$ cat src/verilog/arl_defines.svh
// register map, field positions, reset values and timing constants of the relay block
`ifndef ARL_DEFINES_SVH
`define ARL_DEFINES_SVH

// ---------------------------------------------------------------
// register byte offsets
// ---------------------------------------------------------------
`define ARL_OFS_CTRL 8'h00
`define ARL_OFS_STATUS 8'h04
`define ARL_OFS_RELAY_BASE 8'h10
`define ARL_RELAY_STRIDE_SH 4
`define ARL_SUB_CFG 2'h0
`define ARL_SUB_TIME_A 2'h1
`define ARL_SUB_TIME_B 2'h2

// ---------------------------------------------------------------
// ctrl fields
// ---------------------------------------------------------------
`define ARL_CTRL_FAULT_AS_ALARM 0
`define ARL_CTRL_BUZZER_EN 1
`define ARL_CTRL_SW_ACK 2
`define ARL_CTRL_RESET 32'h0000_0002

// ---------------------------------------------------------------
// relay cfg fields
// ---------------------------------------------------------------
`define ARL_CFG_BUZZER 16
`define ARL_CFG_LATCHED 17
`define ARL_CFG_ENERGIZED 18
`define ARL_CFG_EXPR 19
`define ARL_CFG_VOTE_LO 20
`define ARL_CFG_VOTE_HI 24
`define ARL_TB_OPS_LO 24
`define ARL_TB_OPS_HI 31
`define ARL_CFG_RESET 32'h0010_0000
`define ARL_TIME_A_RESET 32'h0000_0000
`define ARL_TIME_B_RESET 32'h000F_000F

// ---------------------------------------------------------------
// timing
// ---------------------------------------------------------------
`define ARL_CLK_HZ 10000000
`define ARL_TIME_MAX_S 10'd900
`define ARL_TIME_MIN_BUZ_S 10'd15
`define ARL_FAST_BLINK_MS 50
`define ARL_FAST_BLINK_CYC ((`ARL_CLK_HZ / 1000) * `ARL_FAST_BLINK_MS)
`define ARL_MODE_NORMAL 2'h0
`define ARL_MODE_CONFIG 2'h1
`define ARL_MODE_UPDATE 2'h2

`endif

$ cat src/verilog/arl_pkg.sv
// types shared by the alarm relay and line status block
package arl_pkg;
   typedef enum logic [3:0] {
      ARL_IDLE = 4'b0001,
      ARL_DELAY = 4'b0010,
      ARL_ON = 4'b0100,
      ARL_ACKED = 4'b1000
   } arl_state_t;
   typedef enum logic [1:0] {
      ARL_OP_OR = 2'h0,
      ARL_OP_AND = 2'h1,
      ARL_OP_NOR = 2'h2,
      ARL_OP_NAND = 2'h3
   } arl_op_t;
   typedef logic [1:0] arl_mode_t;
endpackage

$ cat src/verilog/arl_top.sv
// alarm relay management, fault relay, line status leds and mode selector decode
//
// Design decisions made here: the Avalon-MM slave port and the placing of the registers.
`timescale 1ns/1ps
`include "arl_defines.svh"

module arl_top #(
   parameter int NUM_EVENTS = 16,
   parameter int NUM_LINES = 2,
   parameter int CLK_PER_SEC = `ARL_CLK_HZ,
   parameter int BLINK_CYC = `ARL_FAST_BLINK_CYC
) (
   input wire logic clk,
   input wire logic reset_n,
   input wire logic [7:0] avs_address,
   input wire logic avs_read,
   input wire logic avs_write,
   input wire logic [31:0] avs_writedata,
   output logic [31:0] avs_readdata,
   output logic avs_waitrequest,
   input wire logic [1:0] mode_selector,
   input wire logic ack_key,
   input wire logic [NUM_EVENTS-1:0] alarm_events,
   input wire logic [NUM_EVENTS-1:0] fault_events,
   input wire logic shown_channel_alarm,
   input wire logic [NUM_LINES-1:0] line_query_sent,
   input wire logic [NUM_LINES-1:0] line_reply_rcvd,
   input wire logic [NUM_LINES-1:0] line_quality_poor,
   input wire logic [NUM_LINES-1:0] line_comm_fail,
   input wire logic [NUM_LINES-1:0] line_active,
   output logic alarm_relay_one,
   output logic alarm_relay_two,
   output logic alarm_relay_three,
   output logic alarm_relay_four,
   output logic fault_relay_coil,
   output logic [4:0] relay_led,
   output logic [NUM_LINES-1:0] line_tx_led,
   output logic [NUM_LINES-1:0] line_rx_led,
   output logic buzzer,
   output logic failure_ind,
   output logic display_grayscale,
   output arl_pkg::arl_mode_t op_mode
);
   import arl_pkg::*;

   // ---------------------------------------------------------------
   // helper functions
   // ---------------------------------------------------------------
   function automatic logic [4:0] popcount(input logic [15:0] v);
      logic [4:0] c;
      c = 5'h00;
      for (int i = 0; i < 16; i++) begin
         c = c + {4'h0, v[i]};
      end
      return c;
   endfunction

   function automatic logic apply_op(input logic a, input logic b, input logic [1:0] op);
      logic r;
      r = 1'b0;
      unique case (op)
         ARL_OP_OR: r = a | b;
         ARL_OP_AND: r = a & b;
         ARL_OP_NOR: r = ~(a | b);
         ARL_OP_NAND: r = ~(a & b);
      endcase
      return r;
   endfunction

   // four nesting levels: 16 leaves folded pairwise, one operator per level
   function automatic logic expr_eval(input logic [15:0] ev, input logic [15:0] mask,
                                      input logic [7:0] ops);
      logic [15:0] node;
      logic idle_leaf;
      idle_leaf = ops[0];
      for (int i = 0; i < 16; i++) begin
         node[i] = mask[i] ? ev[i] : idle_leaf;
      end
      for (int l = 0; l < 4; l++) begin
         for (int i = 0; i < (8 >> l); i++) begin
            node[i] = apply_op(node[2*i], node[2*i+1], ops[2*l +: 2]);
         end
      end
      return node[0];
   endfunction

   function automatic logic [9:0] clamp_time(input logic [9:0] v, input logic [9:0] lo);
      logic [9:0] r;
      r = v;
      if (v > `ARL_TIME_MAX_S) begin
         r = `ARL_TIME_MAX_S;
      end
      if (v < lo) begin
         r = lo;
      end
      return r;
   endfunction

   // ---------------------------------------------------------------
   // pin synchronisers
   // ---------------------------------------------------------------
   logic [1:0] mode_s1_r, mode_s2_r;
   logic [2:0] ack_sync_r;

   always_ff @(posedge clk or negedge reset_n) begin
      if (!reset_n) begin
         mode_s1_r <= 2'h0;
         mode_s2_r <= 2'h0;
         ack_sync_r <= 3'h0;
      end else begin
         mode_s1_r <= mode_selector;
         mode_s2_r <= mode_s1_r;
         ack_sync_r <= {ack_sync_r[1:0], ack_key};
      end
   end

   logic mode_normal;
   assign mode_normal = (mode_s2_r == `ARL_MODE_NORMAL);
   assign op_mode = mode_s2_r;

   // ---------------------------------------------------------------
   // registers and bus slave
   // ---------------------------------------------------------------
   logic [31:0] ctrl_r, ctrl_nxt;
   logic [31:0] cfg_r [4], cfg_nxt [4];
   logic [31:0] tima_r [4], tima_nxt [4];
   logic [31:0] timb_r [4], timb_nxt [4];
   logic resp_r, resp_nxt;
   logic [31:0] rdata_r, rdata_nxt;
   logic sw_ack_r, sw_ack_nxt;
   logic [3:0] relay_on;

   logic bus_req, bus_take;
   logic relay_hit;
   logic [1:0] relay_idx;
   logic [1:0] sub_idx;
   assign bus_req = avs_read | avs_write;
   assign bus_take = bus_req & resp_r;
   assign avs_waitrequest = bus_req & ~resp_r;
   assign avs_readdata = rdata_r;
   assign relay_hit = (avs_address >= `ARL_OFS_RELAY_BASE) &&
                      (avs_address < (`ARL_OFS_RELAY_BASE + 8'h40)) &&
                      (avs_address[3:2] != 2'h3);
   assign relay_idx = 2'((avs_address - `ARL_OFS_RELAY_BASE) >> `ARL_RELAY_STRIDE_SH);
   assign sub_idx = avs_address[3:2];

   always_comb begin
      ctrl_nxt = ctrl_r;
      cfg_nxt = cfg_r;
      tima_nxt = tima_r;
      timb_nxt = timb_r;
      sw_ack_nxt = 1'b0;
      resp_nxt = bus_req & ~resp_r;
      rdata_nxt = rdata_r;
      if (bus_req && !resp_r) begin
         rdata_nxt = 32'h0000_0000;
         if (avs_address == `ARL_OFS_CTRL) begin
            rdata_nxt = ctrl_r;
         end else if (avs_address == `ARL_OFS_STATUS) begin
            rdata_nxt = {18'h0, line_comm_fail[1:0], buzzer, fault_relay_coil,
                         relay_led[3:0], relay_on, mode_s2_r};
         end else if (relay_hit) begin
            unique case (sub_idx)
               `ARL_SUB_CFG: rdata_nxt = cfg_r[relay_idx];
               `ARL_SUB_TIME_A: rdata_nxt = tima_r[relay_idx];
               default: rdata_nxt = timb_r[relay_idx];
            endcase
         end
      end
      if (bus_take && avs_write) begin
         if (avs_address == `ARL_OFS_CTRL) begin
            ctrl_nxt = {30'h0, avs_writedata[1:0]};
            sw_ack_nxt = avs_writedata[`ARL_CTRL_SW_ACK];
         end else if (relay_hit) begin
            unique case (sub_idx)
               `ARL_SUB_CFG: cfg_nxt[relay_idx] = avs_writedata;
               `ARL_SUB_TIME_A: tima_nxt[relay_idx] = {6'h0,
                  clamp_time(avs_writedata[25:16], 10'd0), 6'h0,
                  clamp_time(avs_writedata[9:0], 10'd0)};
               // limitation: level-0 ops share bits 25:24 with the reactivation time
               default: timb_nxt[relay_idx] = {avs_writedata[31:26],
                  clamp_time(avs_writedata[25:16], `ARL_TIME_MIN_BUZ_S), 6'h0,
                  clamp_time(avs_writedata[9:0], `ARL_TIME_MIN_BUZ_S)};
            endcase
         end
      end
   end

   always_ff @(posedge clk or negedge reset_n) begin
      if (!reset_n) begin
         ctrl_r <= `ARL_CTRL_RESET;
         for (int i = 0; i < 4; i++) begin
            cfg_r[i] <= `ARL_CFG_RESET;
            tima_r[i] <= `ARL_TIME_A_RESET;
            timb_r[i] <= `ARL_TIME_B_RESET;
         end
         resp_r <= 1'b0;
         rdata_r <= 32'h0000_0000;
         sw_ack_r <= 1'b0;
      end else begin
         ctrl_r <= ctrl_nxt;
         cfg_r <= cfg_nxt;
         tima_r <= tima_nxt;
         timb_r <= timb_nxt;
         resp_r <= resp_nxt;
         rdata_r <= rdata_nxt;
         sw_ack_r <= sw_ack_nxt;
      end
   end

   // ---------------------------------------------------------------
   // ticks, blink sources, acknowledge
   // ---------------------------------------------------------------
   logic [31:0] sec_cnt_r, sec_cnt_nxt;
   logic [31:0] fast_cnt_r, fast_cnt_nxt;
   logic sec_tick, fast_tick;
   logic slow_blink_r, slow_blink_nxt;
   logic [7:0] lfsr_r, lfsr_nxt;
   logic ack_pulse;

   assign sec_tick = (sec_cnt_r == 32'(CLK_PER_SEC - 1));
   assign fast_tick = (fast_cnt_r == 32'(BLINK_CYC - 1));
   assign ack_pulse = (ack_sync_r[1] & ~ack_sync_r[2]) | sw_ack_r;

   always_comb begin
      sec_cnt_nxt = sec_tick ? 32'h0 : sec_cnt_r + 32'h1;
      fast_cnt_nxt = fast_tick ? 32'h0 : fast_cnt_r + 32'h1;
      // toggle twice a second so one full blink fits in each second
      slow_blink_nxt = (sec_tick || sec_cnt_r == 32'(CLK_PER_SEC / 2 - 1)) ? ~slow_blink_r
                                                                          : slow_blink_r;
      // pseudo random pattern gives the irregular look without a second timer
      lfsr_nxt = fast_tick ? {lfsr_r[6:0], lfsr_r[7] ^ lfsr_r[5] ^ lfsr_r[4] ^ lfsr_r[3]}
                           : lfsr_r;
   end

   always_ff @(posedge clk or negedge reset_n) begin
      if (!reset_n) begin
         sec_cnt_r <= 32'h0;
         fast_cnt_r <= 32'h0;
         slow_blink_r <= 1'b0;
         lfsr_r <= 8'h01;
      end else begin
         sec_cnt_r <= sec_cnt_nxt;
         fast_cnt_r <= fast_cnt_nxt;
         slow_blink_r <= slow_blink_nxt;
         lfsr_r <= lfsr_nxt;
      end
   end

   // ---------------------------------------------------------------
   // alarm relays
   // ---------------------------------------------------------------
   logic [15:0] eff_events;
   logic [3:0] relay_cond;
   arl_state_t rstate_r [4], rstate_nxt [4];
   logic [9:0] rtime_r [4], rtime_nxt [4];

   assign eff_events = alarm_events[15:0] |
                       (fault_events[15:0] & {16{ctrl_r[`ARL_CTRL_FAULT_AS_ALARM]}});

   always_comb begin
      for (int i = 0; i < 4; i++) begin
         if (cfg_r[i][`ARL_CFG_EXPR]) begin
            relay_cond[i] = expr_eval(eff_events, cfg_r[i][15:0],
                                      timb_r[i][`ARL_TB_OPS_HI:`ARL_TB_OPS_LO]);
         end else begin
            relay_cond[i] = (cfg_r[i][`ARL_CFG_VOTE_HI:`ARL_CFG_VOTE_LO] != 5'h0) &&
                            (popcount(eff_events & cfg_r[i][15:0]) >=
                             cfg_r[i][`ARL_CFG_VOTE_HI:`ARL_CFG_VOTE_LO]);
         end
      end
   end

   always_comb begin
      for (int i = 0; i < 4; i++) begin
         logic inhibit_done;
         inhibit_done = (rtime_r[i] >= tima_r[i][25:16]);
         rstate_nxt[i] = rstate_r[i];
         rtime_nxt[i] = (sec_tick && rtime_r[i] != 10'h3FF) ? rtime_r[i] + 10'h1 : rtime_r[i];
         unique case (rstate_r[i])
            ARL_IDLE: begin
               if (relay_cond[i]) begin
                  rstate_nxt[i] = (tima_r[i][9:0] == 10'h0) ? ARL_ON : ARL_DELAY;
                  rtime_nxt[i] = 10'h0;
               end
            end
            ARL_DELAY: begin
               if (!relay_cond[i]) begin
                  rstate_nxt[i] = ARL_IDLE;
               end else if (rtime_r[i] >= tima_r[i][9:0]) begin
                  rstate_nxt[i] = ARL_ON;
                  rtime_nxt[i] = 10'h0;
               end
            end
            ARL_ON: begin
               if (cfg_r[i][`ARL_CFG_BUZZER] && inhibit_done &&
                   (ack_pulse || rtime_r[i] >= timb_r[i][9:0])) begin
                  rstate_nxt[i] = ARL_ACKED;
                  rtime_nxt[i] = 10'h0;
               end else if (!relay_cond[i] && inhibit_done &&
                            (!cfg_r[i][`ARL_CFG_LATCHED] || ack_pulse)) begin
                  rstate_nxt[i] = ARL_IDLE;
               end
            end
            ARL_ACKED: begin
               if (!relay_cond[i]) begin
                  rstate_nxt[i] = ARL_IDLE;
               end else if (rtime_r[i] >= timb_r[i][25:16]) begin
                  rstate_nxt[i] = ARL_ON;
                  rtime_nxt[i] = 10'h0;
               end
            end
         endcase
         if (!mode_normal) begin
            rstate_nxt[i] = ARL_IDLE;
         end
      end
   end

   always_ff @(posedge clk or negedge reset_n) begin
      if (!reset_n) begin
         for (int i = 0; i < 4; i++) begin
            rstate_r[i] <= ARL_IDLE;
            rtime_r[i] <= 10'h0;
         end
      end else begin
         rstate_r <= rstate_nxt;
         rtime_r <= rtime_nxt;
      end
   end

   // ---------------------------------------------------------------
   // coils, leds, buzzer
   // ---------------------------------------------------------------
   logic [3:0] coil;
   logic any_fault, any_alarm_rise;
   logic [15:0] alarm_d_r;
   logic comm_fail_any, comm_fail_d_r;
   logic buzz_r, buzz_nxt;

   always_comb begin
      for (int i = 0; i < 4; i++) begin
         relay_on[i] = (rstate_r[i] == ARL_ON);
         coil[i] = relay_on[i] ^ cfg_r[i][`ARL_CFG_ENERGIZED];
      end
   end

   assign comm_fail_any = |(line_comm_fail & line_active);
   assign any_fault = (|fault_events) | comm_fail_any;
   assign any_alarm_rise = |(eff_events & ~alarm_d_r) | (comm_fail_any & ~comm_fail_d_r);
   // fault coil held energized while healthy, so power loss also trips it
   assign fault_relay_coil = ~any_fault;
   assign alarm_relay_one = coil[0];
   assign alarm_relay_two = coil[1];
   assign alarm_relay_three = coil[2];
   assign alarm_relay_four = coil[3];
   assign relay_led = {fault_relay_coil, coil};
   assign failure_ind = any_fault;
   assign buzzer = buzz_r & ctrl_r[`ARL_CTRL_BUZZER_EN];
   assign display_grayscale = shown_channel_alarm & mode_normal;

   // new event wins over a same-cycle acknowledge
   assign buzz_nxt = any_alarm_rise ? 1'b1 : (ack_pulse ? 1'b0 : buzz_r);

   always_ff @(posedge clk or negedge reset_n) begin
      if (!reset_n) begin
         alarm_d_r <= 16'h0;
         comm_fail_d_r <= 1'b0;
         buzz_r <= 1'b0;
      end else begin
         alarm_d_r <= eff_events;
         comm_fail_d_r <= comm_fail_any;
         buzz_r <= buzz_nxt;
      end
   end

   // ---------------------------------------------------------------
   // line status leds
   // ---------------------------------------------------------------
   logic [NUM_LINES-1:0] tx_st_r, tx_st_nxt, rx_st_r, rx_st_nxt;
   logic [NUM_LINES-1:0] tx_led_r, tx_led_nxt, rx_led_r, rx_led_nxt;

   always_comb begin
      for (int l = 0; l < NUM_LINES; l++) begin
         // stretch each query/reply until the next fast blink tick so it is visible
         tx_st_nxt[l] = line_query_sent[l] ? 1'b1 : (fast_tick ? 1'b0 : tx_st_r[l]);
         rx_st_nxt[l] = line_reply_rcvd[l] ? 1'b1 : (fast_tick ? 1'b0 : rx_st_r[l]);
         if (!line_active[l]) begin
            tx_led_nxt[l] = 1'b0;
            rx_led_nxt[l] = 1'b0;
         end else if (line_comm_fail[l]) begin
            tx_led_nxt[l] = slow_blink_r;
            rx_led_nxt[l] = 1'b0;
         end else if (line_quality_poor[l]) begin
            tx_led_nxt[l] = lfsr_r[0] & tx_st_r[l];
            rx_led_nxt[l] = lfsr_r[2] & rx_st_r[l];
         end else begin
            tx_led_nxt[l] = tx_st_r[l];
            rx_led_nxt[l] = rx_st_r[l];
         end
      end
   end

   assign line_tx_led = tx_led_r;
   assign line_rx_led = rx_led_r;

   always_ff @(posedge clk or negedge reset_n) begin
      if (!reset_n) begin
         tx_st_r <= '0;
         rx_st_r <= '0;
         tx_led_r <= '0;
         rx_led_r <= '0;
      end else begin
         tx_st_r <= tx_st_nxt;
         rx_st_r <= rx_st_nxt;
         tx_led_r <= tx_led_nxt;
         rx_led_r <= rx_led_nxt;
      end
   end
endmodule // arl_top
$ cat config.mk
export PLATFORM = sky130hd
export DESIGN_NAME = arl_top
export DESIGN_NICKNAME = d
export VERILOG_FILES = /design/src/verilog/arl_pkg.sv /design/src/verilog/arl_top.sv
export VERILOG_INCLUDE_DIRS = /design/src /design/src/verilog
export SDC_FILE = /design/constraint.sdc
export NUM_CORES = 1
export LEC_CHECK = 0
export ABC_AREA = 0
export BUFFER_PORTS_ARGS = -buffer_cell sky130_fd_sc_hd__buf_2
export CAP_MARGIN = 5
export CORE_MARGIN = 4
export CORE_UTILIZATION = 63
export DETAILED_ROUTE_END_ITERATION = 6
export PLACE_DENSITY = 0.81
export SYNTH_ARGS = -nofsm -noshare
export SYNTH_HDL_FRONTEND = slang
export SYNTH_SLANG_ARGS = --single-unit
$ cat constraint.sdc
create_clock -name clk -period 6.9 [get_ports clk]
set_input_delay 0 -clock clk [delete_from_list [all_inputs] [get_ports clk]]
set_output_delay 0 -clock clk [all_outputs]
set_load 0.02 [all_outputs]
==> metrics.yaml, run 1 <==
n_antenna_cell: 0
numPortBuffers: 141
rsz0062_at_grt: "no"
drive_above_1_share_pct: 18.8
start_util_pct: 63.9
die-area_mm2: 0.0548
post_cts_buffers: 0
critical_path_required_ps: 7410
wirelength_um: 109000
relSlewSlack_pct: 17.6
slowest_delay_ps: 580
cts_tree: "done"
postRouteAntennaNets: 0
maxCapViolations: 0
post-route-period-util_pct: 95.2
grt_usage_pct: 39.9
ys_types: 87
avgRoutedWirePerCell_um: 26.6
vias_per_cell: 6.59
p_per_area_mw_per_mm2: 253
grt_max_degree: 150
io-pin-count: 142
core_area_mm2: 0.0504
synth_area_mm2: 0.0322
slew_violations: 0
synthFlopType: "dfrtp_1"
crit_path_top_delay_cell: "dlygate4sd3_1"
grt_pass1_wl_um: 164000
die_w_um: 234
die_h_um: 234
antenna_found_initial: 0
min_path_type: "input port to asynchronous set/reset pin"
avgSynthCellArea_um2: 10.1
r2r_end: "rstate_r[6]"
path_delay_family: "adder cells"
ys_warn_count: 0
synthToLayoutAreaGrowth_pct: 13.6
ys_seq_area_share_pct: 39.8
crit_buf_inv: 5
first_global_vias: 27100
peakVddDrop_mv: 0.203
fin_crit_ps: 6570
crit_path_frequent_cell: "fa_1"
htree_levels: 2
synth-seq-cells: 510
clkTransAtPathRegs_ps: 70
path_class: "register to register"
end_kind: "register"
dp_cells: 3912
timing.rr.start: "ctrl_r[0]"
synth-edff-count: 0
drt_iter0_markers: 2802
grt_overflow: 0
hold_viol_final: 0
cts-buffers-inserted: 55
arrival_ps: 7080
clockBufferDepth: 3
row_count: 82
async_reset_ff_share_pct: 100
drc: 0
setup_viol: 0
fin_setup_tns_ps: 0
clock_latency_ps: 630
synth_nets: 3529
dp_hpwl_um: 78400
startpoint_type: "register"
r2r_slack_ps: 330
drt-pass1-iter-count: 5
fillers: 3647
critPathMaxFanout: 8
whs_ps: 12.2
place_congestion: 1.01
nNetsFinal: 3725
clock-sinks: 510
instances_no_fill: 4103
status: "complete, no violations"
syn_inst: 3188
cts_root_buffer: "clkbuf_16"
cellLeakagePower_nw: 17.1
fin_worst_skew_ps: 19.3
reg2reg_depth: 25
power_mw: 9.24
num_vias: 27000
max_freq_ghz: 0.152
worst_pin_slew_ps: 1230
[cells in the mapped netlist (27+ instances only)]
cell	n	area, um2
nor2b_1	40	250
nor2_1	190	713
mux2i_1	50	500
fa_1	40	801
inv_1	260	976
nor3_1	47	235
xor2_1	49	429
xnor2_1	57	499
a21oi_1	117	586
dfstp_2	42	1100
and2_1	33	206
o211ai_1	53	398
mux4_2	78	1760
dfrtp_1	468	11700
maj3_1	27	270
nand2b_1	33	206
o21ai_0	169	846
clkbuf_1	87	327
nor4_1	33	206
a21o_1	113	848
nand4_1	30	188
ha_1	211	2640
nand3_1	57	285
mux2_2	173	1950
buf_1	30	113
nand2_1	333	1250
[timing repair]
item | 4_1_cts | 5_1_grt
hold buffers | 87 | 0
resized for setup | 0 | 4
setup endpoints to repair | 0 | 15
endpoints found under the hold margin | 423 | 0
[registers in the layout, summed over array words and instances, names as in the netlist, 3 cells and up]
register	count
sec_cnt_r	32
avs_readdata	32
ack_sync_r	3
cfg_r	128
timb_r	104
fast_cnt_r	32
rtime_r	40
rstate_r	16
alarm_d_r	16
lfsr_r	8
tima_r	80
[placed cells by master, fill, tap and decap left out, types with 23 or more instances in the layout]
master | Yosys | final
dfrtp_1 | 468 | 467
nand2_1 | 333 | 332
inv_1 | 260 | 260
ha_1 | 211 | 210
nor2_1 | 190 | 190
mux2_2 | 173 | 173
o21ai_0 | 169 | 167
buf_2 | 8 | 139
a21oi_1 | 117 | 117
a21o_1 | 113 | 113
dlygate4sd3_1 | 0 | 87
mux4_2 | 78 | 78
xnor2_1 | 57 | 57
nand3_1 | 57 | 57
clkbuf_16 | 0 | 55
o211ai_1 | 53 | 53
mux2i_1 | 50 | 50
xor2_1 | 49 | 49
nor3_1 | 47 | 47
buf_4 | 6 | 44
dfstp_2 | 42 | 42
nor2b_1 | 40 | 40
fa_1 | 40 | 40
and2_1 | 33 | 33
nand2b_1 | 33 | 33
nor4_1 | 33 | 31
nand4_1 | 30 | 30
maj3_1 | 27 | 27
a31oi_1 | 23 | 23
[per-layer routing]
layer | GRT usage (%) | share of wire [%]
met1 | 54.1 | 40
met3 | 11.9 | 12
met4 | 18.8 | 5.2
met2 | 59.6 | 43
met5 | 0 | 0
[kinds of logic (layout without fill, tap and decap cells)]
| family | Yosys count | count (layout) | share of synthesized area [%] |
|---|---|---|---|
| xor+xnor | 106 | 106 | 2.88 |
| buf+inv | 410 | 653 | 4.93 |
| mux | 301 | 301 | 13.1 |
| flops | 510 | 510 | 39.8 |
| fa+ha+maj | 281 | 281 | 11.6 |
| simple gates | 907 | 907 | 13.6 |
| compound gates | 673 | 673 | 14.0 |
[through the flow]
stage          instance area, um2  util (%)  setup WS (ps)
5_1_grt                     36600      72.6           35.0
4_1_cts                     36500      72.5            118
6_report                    36600      72.6            334
3_3_place_gp                33600      66.7            411
3_5_place_dp                33600      66.7            279
2_1_floorplan               32200         -            970
[how the worst max path moves through the flow]
stage          depth (start not counted)       from           to  slack (ps)
6_report                              25  ctrl_r[0]  rstate_r[6]         330
3_5_place_dp                          22  ctrl_r[0]  rstate_r[0]         280
2_1_floorplan                         23  ctrl_r[0]  rtime_r[30]         970
4_1_cts                               21  ctrl_r[0]  rstate_r[0]         120
3_3_place_gp                          22  ctrl_r[0]  rstate_r[0]         410
5_1_grt                               25  ctrl_r[0]  rstate_r[6]          30
[power by group]
group	internal (mW)	switching (mW)	total, mW
sequential	3.25	0.307	3.56
combinational	0.991	1.35	2.34
clock	2.02	1.32	3.34
total	6.26	2.98	9.24
[area by class of cell]
cell class                 instances  area (um2)  area share [%]
clock buffer                      74        1610            4.40
timing repair buffer             273        1950            5.34
clock inverter                    30         470            1.29
multi-input combinational       2268       17800            48.8
tap                              672         841            2.30
sequential                       510       12800            35.1
inverter                         276        1040            2.83
Power figures use the tool's default switching activity.
==> run 2, diff against run 1 <==
ABC_CLOCK_PERIOD_IN_PS = 6900   (was not set)
GPL_TIMING_DRIVEN = 0   (was not set)
==> run 2 against run 1 <==
The flow now finishes with violations (negative hold slack). Clock skew about the same. Global-route usage increased by 2.0 points. Die area unchanged. Final area increased by 0.87%. Routed wire length increased by 6.6%.
==> metrics.yaml, run 2 (synthesized netlist as in run 1, its figures left out) <==
dp_cells: 4005  # was 3,912
drc: 0  # unchanged
mostFrequentLayoutCells: "dfrtp_1 (468), nand2_1 (333), inv_1 (260)"  # was dfrtp_1 (467), nand2_1 (332), inv_1 (260)
setup_viol: 0  # unchanged
cellLeakagePower_nw: 17.1  # about the same
crit_path_frequent_cell: "fa_1"  # unchanged
start_util_pct: 63.9  # unchanged
critical_path_required_ps: 7410  # about the same
slew_violations: 0  # unchanged
first_global_vias: 27500  # was 27,100
antenna_found_initial: 3  # was 0
cts_tree: "done"  # unchanged
cts_root_buffer: "clkbuf_16"  # unchanged
numPortBuffers: 138  # was 141
dpl_cell_area_mm2: 0.0339  # was 0.0336 mm2
fin_worst_skew_ps: 19.0  # was 19.3 ps
startpoint_type: "register"  # unchanged
worstPathCellList: "buf_6, buf_6, a21oi_2, buf_2, nor2_1, fa_1, inv_1, fa_1, fa_1, inv_1, fa_1, ha_1, fa_1, ha_1, a21o_1, a21o_1, a21oi_1, nor2b_1, o21ai_2, nor3b_4, nand2_1, and3b_1, buf_2, a211oi_1"
maxCapViolations: 0  # unchanged
dp_slack_ps: -806  # was 279 ps
drt-pass1-iter-count: 6  # was 5
grt_overflow: 0  # unchanged
setup_ws_ps: 219  # was 334 ps
grt_max_degree: 132  # was 150
die_h_um: 234  # unchanged
instances_no_fill: 4208  # was 4,103
path_class: "register to register"  # unchanged
arrival_ps: 7190  # was 7080 ps
clock-sinks: 510  # unchanged
avgRoutedWirePerCell_um: 27.6  # was 26.6 um
reg2reg_depth: 24  # was 25
die_w_um: 234  # unchanged
drive_above_1_share_pct: 17.5  # was 18.8%
drt_iter0_markers: 3702  # was 2,802
design_area_mm2: 0.0369  # was 0.0366 mm2
top_register: "cfg_r"  # unchanged
reg_top3: "cfg_r (128), timb_r (104), tima_r (80)"  # unchanged
relSlewSlack_pct: 4.39  # was 17.6%
status: "finished with violations"  # was complete, no violations
max_freq_ghz: 0.150  # was 0.152 GHz
hold_viol_final: 15  # was 0
num_vias: 28300  # was 27,000
critPathMaxFanout: 10  # was 8
htree_levels: 2  # unchanged
p_per_area_mw_per_mm2: 248  # was 253 mW/mm2
worst_pin_slew_ps: 1430  # was 1230 ps
die-area_mm2: 0.0548  # unchanged
peakVddDrop_mv: 0.203  # about the same
final_common_cell: "dfrtp_1"  # unchanged
postRouteAntennaNets: 0  # unchanged
vias_per_cell: 6.72  # was 6.59
grt_usage_pct: 41.9  # was 39.9%
timing.rr.start: "ctrl_r[0]"  # unchanged
wirelength_um: 116000  # was 109,000 um
dp_hpwl_um: 83800  # was 78,400 um
row_count: 82  # unchanged
grt_pass1_wl_um: 170000  # was 164,000 um
clkTransAtPathRegs_ps: 70  # about the same
crit_path_top_delay_cell: "fa_1"  # was dlygate4sd3_1
end_kind: "register"  # unchanged
min_path_type: "input port to asynchronous set/reset pin"  # unchanged
post-route-period-util_pct: 96.8  # was 95.2%
nNetsFinal: 3831  # was 3,725
cts-buffers-inserted: 54  # was 55
violations: "negative hold slack"
slowest_delay_ps: 540  # was 580 ps
r2r_end: "rtime_r[8]"  # was rstate_r[6]
whs_ps: -24.8  # was 12.2 ps
clock_latency_ps: 620  # was 630 ps
clockBufferDepth: 3  # unchanged
place_congestion: 1.05  # was 1.01
largest_reg_flops: 128  # unchanged
fin_crit_ps: 6680  # was 6570 ps
core_area_mm2: 0.0504  # unchanged
io-pin-count: 142  # unchanged
r2r_slack_ps: 220  # was 330 ps
synthToLayoutAreaGrowth_pct: 14.5  # was 13.6%
-- run 2: changes by cell type in the layout (fill, tap and decap cells not counted), sizes merged --
cell	before	now
clkbuf	74	161
clkdlybuf4s15	0	1
bufinv	10	8
clkinv	17	16
diode	0	1
inv	276	275
buf	186	202
clkinvlp	3	4
dlygate4sd3	87	90
-- run 2: how the worst max path moves through the flow --
stage | from | to | cells after the start
floorplan | ctrl_r[0] | rtime_r[30] | 23
global placement | reset_n | tima_r[51] | 1
detailed placement | avs_address[4] | avs_readdata[25] | 15
CTS | ctrl_r[0] | rtime_r[19] | 26
global route | ctrl_r[0] | rtime_r[8] | 24
finish | ctrl_r[0] | rtime_r[8] | 24
-- run 2: through the flow --
| stage | hold slack (ps) | power (mW) | utilization (%) | setup TNS (ps) |
|---|---|---|---|---|
| after floorplan | -296 | 4.98 | - | 0 |
| after global placement | 111 | 5.74 | 66.9 | -2020550 |
| after detailed placement | 87.4 | 5.84 | 67.3 | -19330 |
| after CTS | 10.4 | 9.00 | 72.9 | 0 |
| after global routing | 47.5 | 9.46 | 73.2 | -5.77 |
| final | -24.8 | 9.15 | 73.2 | 0 |
-- run 2: layout make-up --
type	instances	area, um2
Buffer	133	556
Antenna cell	1	2.50
Sequential cell	510	12800
Clock inverter	27	360
Inverter	276	1040
Tap cell	672	841
Timing Repair Buffer	247	1870
Fill cell	3514	13500
Multi-Input combinational cell	2268	17900
Clock buffer	74	1510
-- run 2: power by group --
part           leakage, nW  switching [mW]  internal [mW]  total (mW)
logic                 9.54            1.50           1.03        2.53
clock network        0.910            1.30           1.83        3.13
registers             6.68           0.244           3.25        3.49
-- run 2: layer usage --
layer | vias to the layer above | wire length (um) | GRT usage [%]
met2 | 1965 | 49300 | 61.3
met3 | 402 | 15300 | 12.7
met4 | 2 | 7170 | 22.4
met1 | 13900 | 44300 | 56.4
met5 | - | 17 | 0
li1 | 12000 | - | -
-- run 2: worst max-delay path: cells and delay by family (launching register included) --
kind / cells / cell delay, ps
adders and majority gates: 7 / 3070
AOI/OAI and AO/OA: 6 / 1230
buffers and inverters: 6 / 970
and+or+nand+nor: 5 / 890
DFF: 1 / 380
-- run 2: timing repair --
action	in CTS	in global routing
hold buffers	90	0
hold endpoints to repair	322	0
pin swaps	1	6
gates resized for setup	8	6
buffers inserted	1	10
endpoints found under the setup margin	54	67
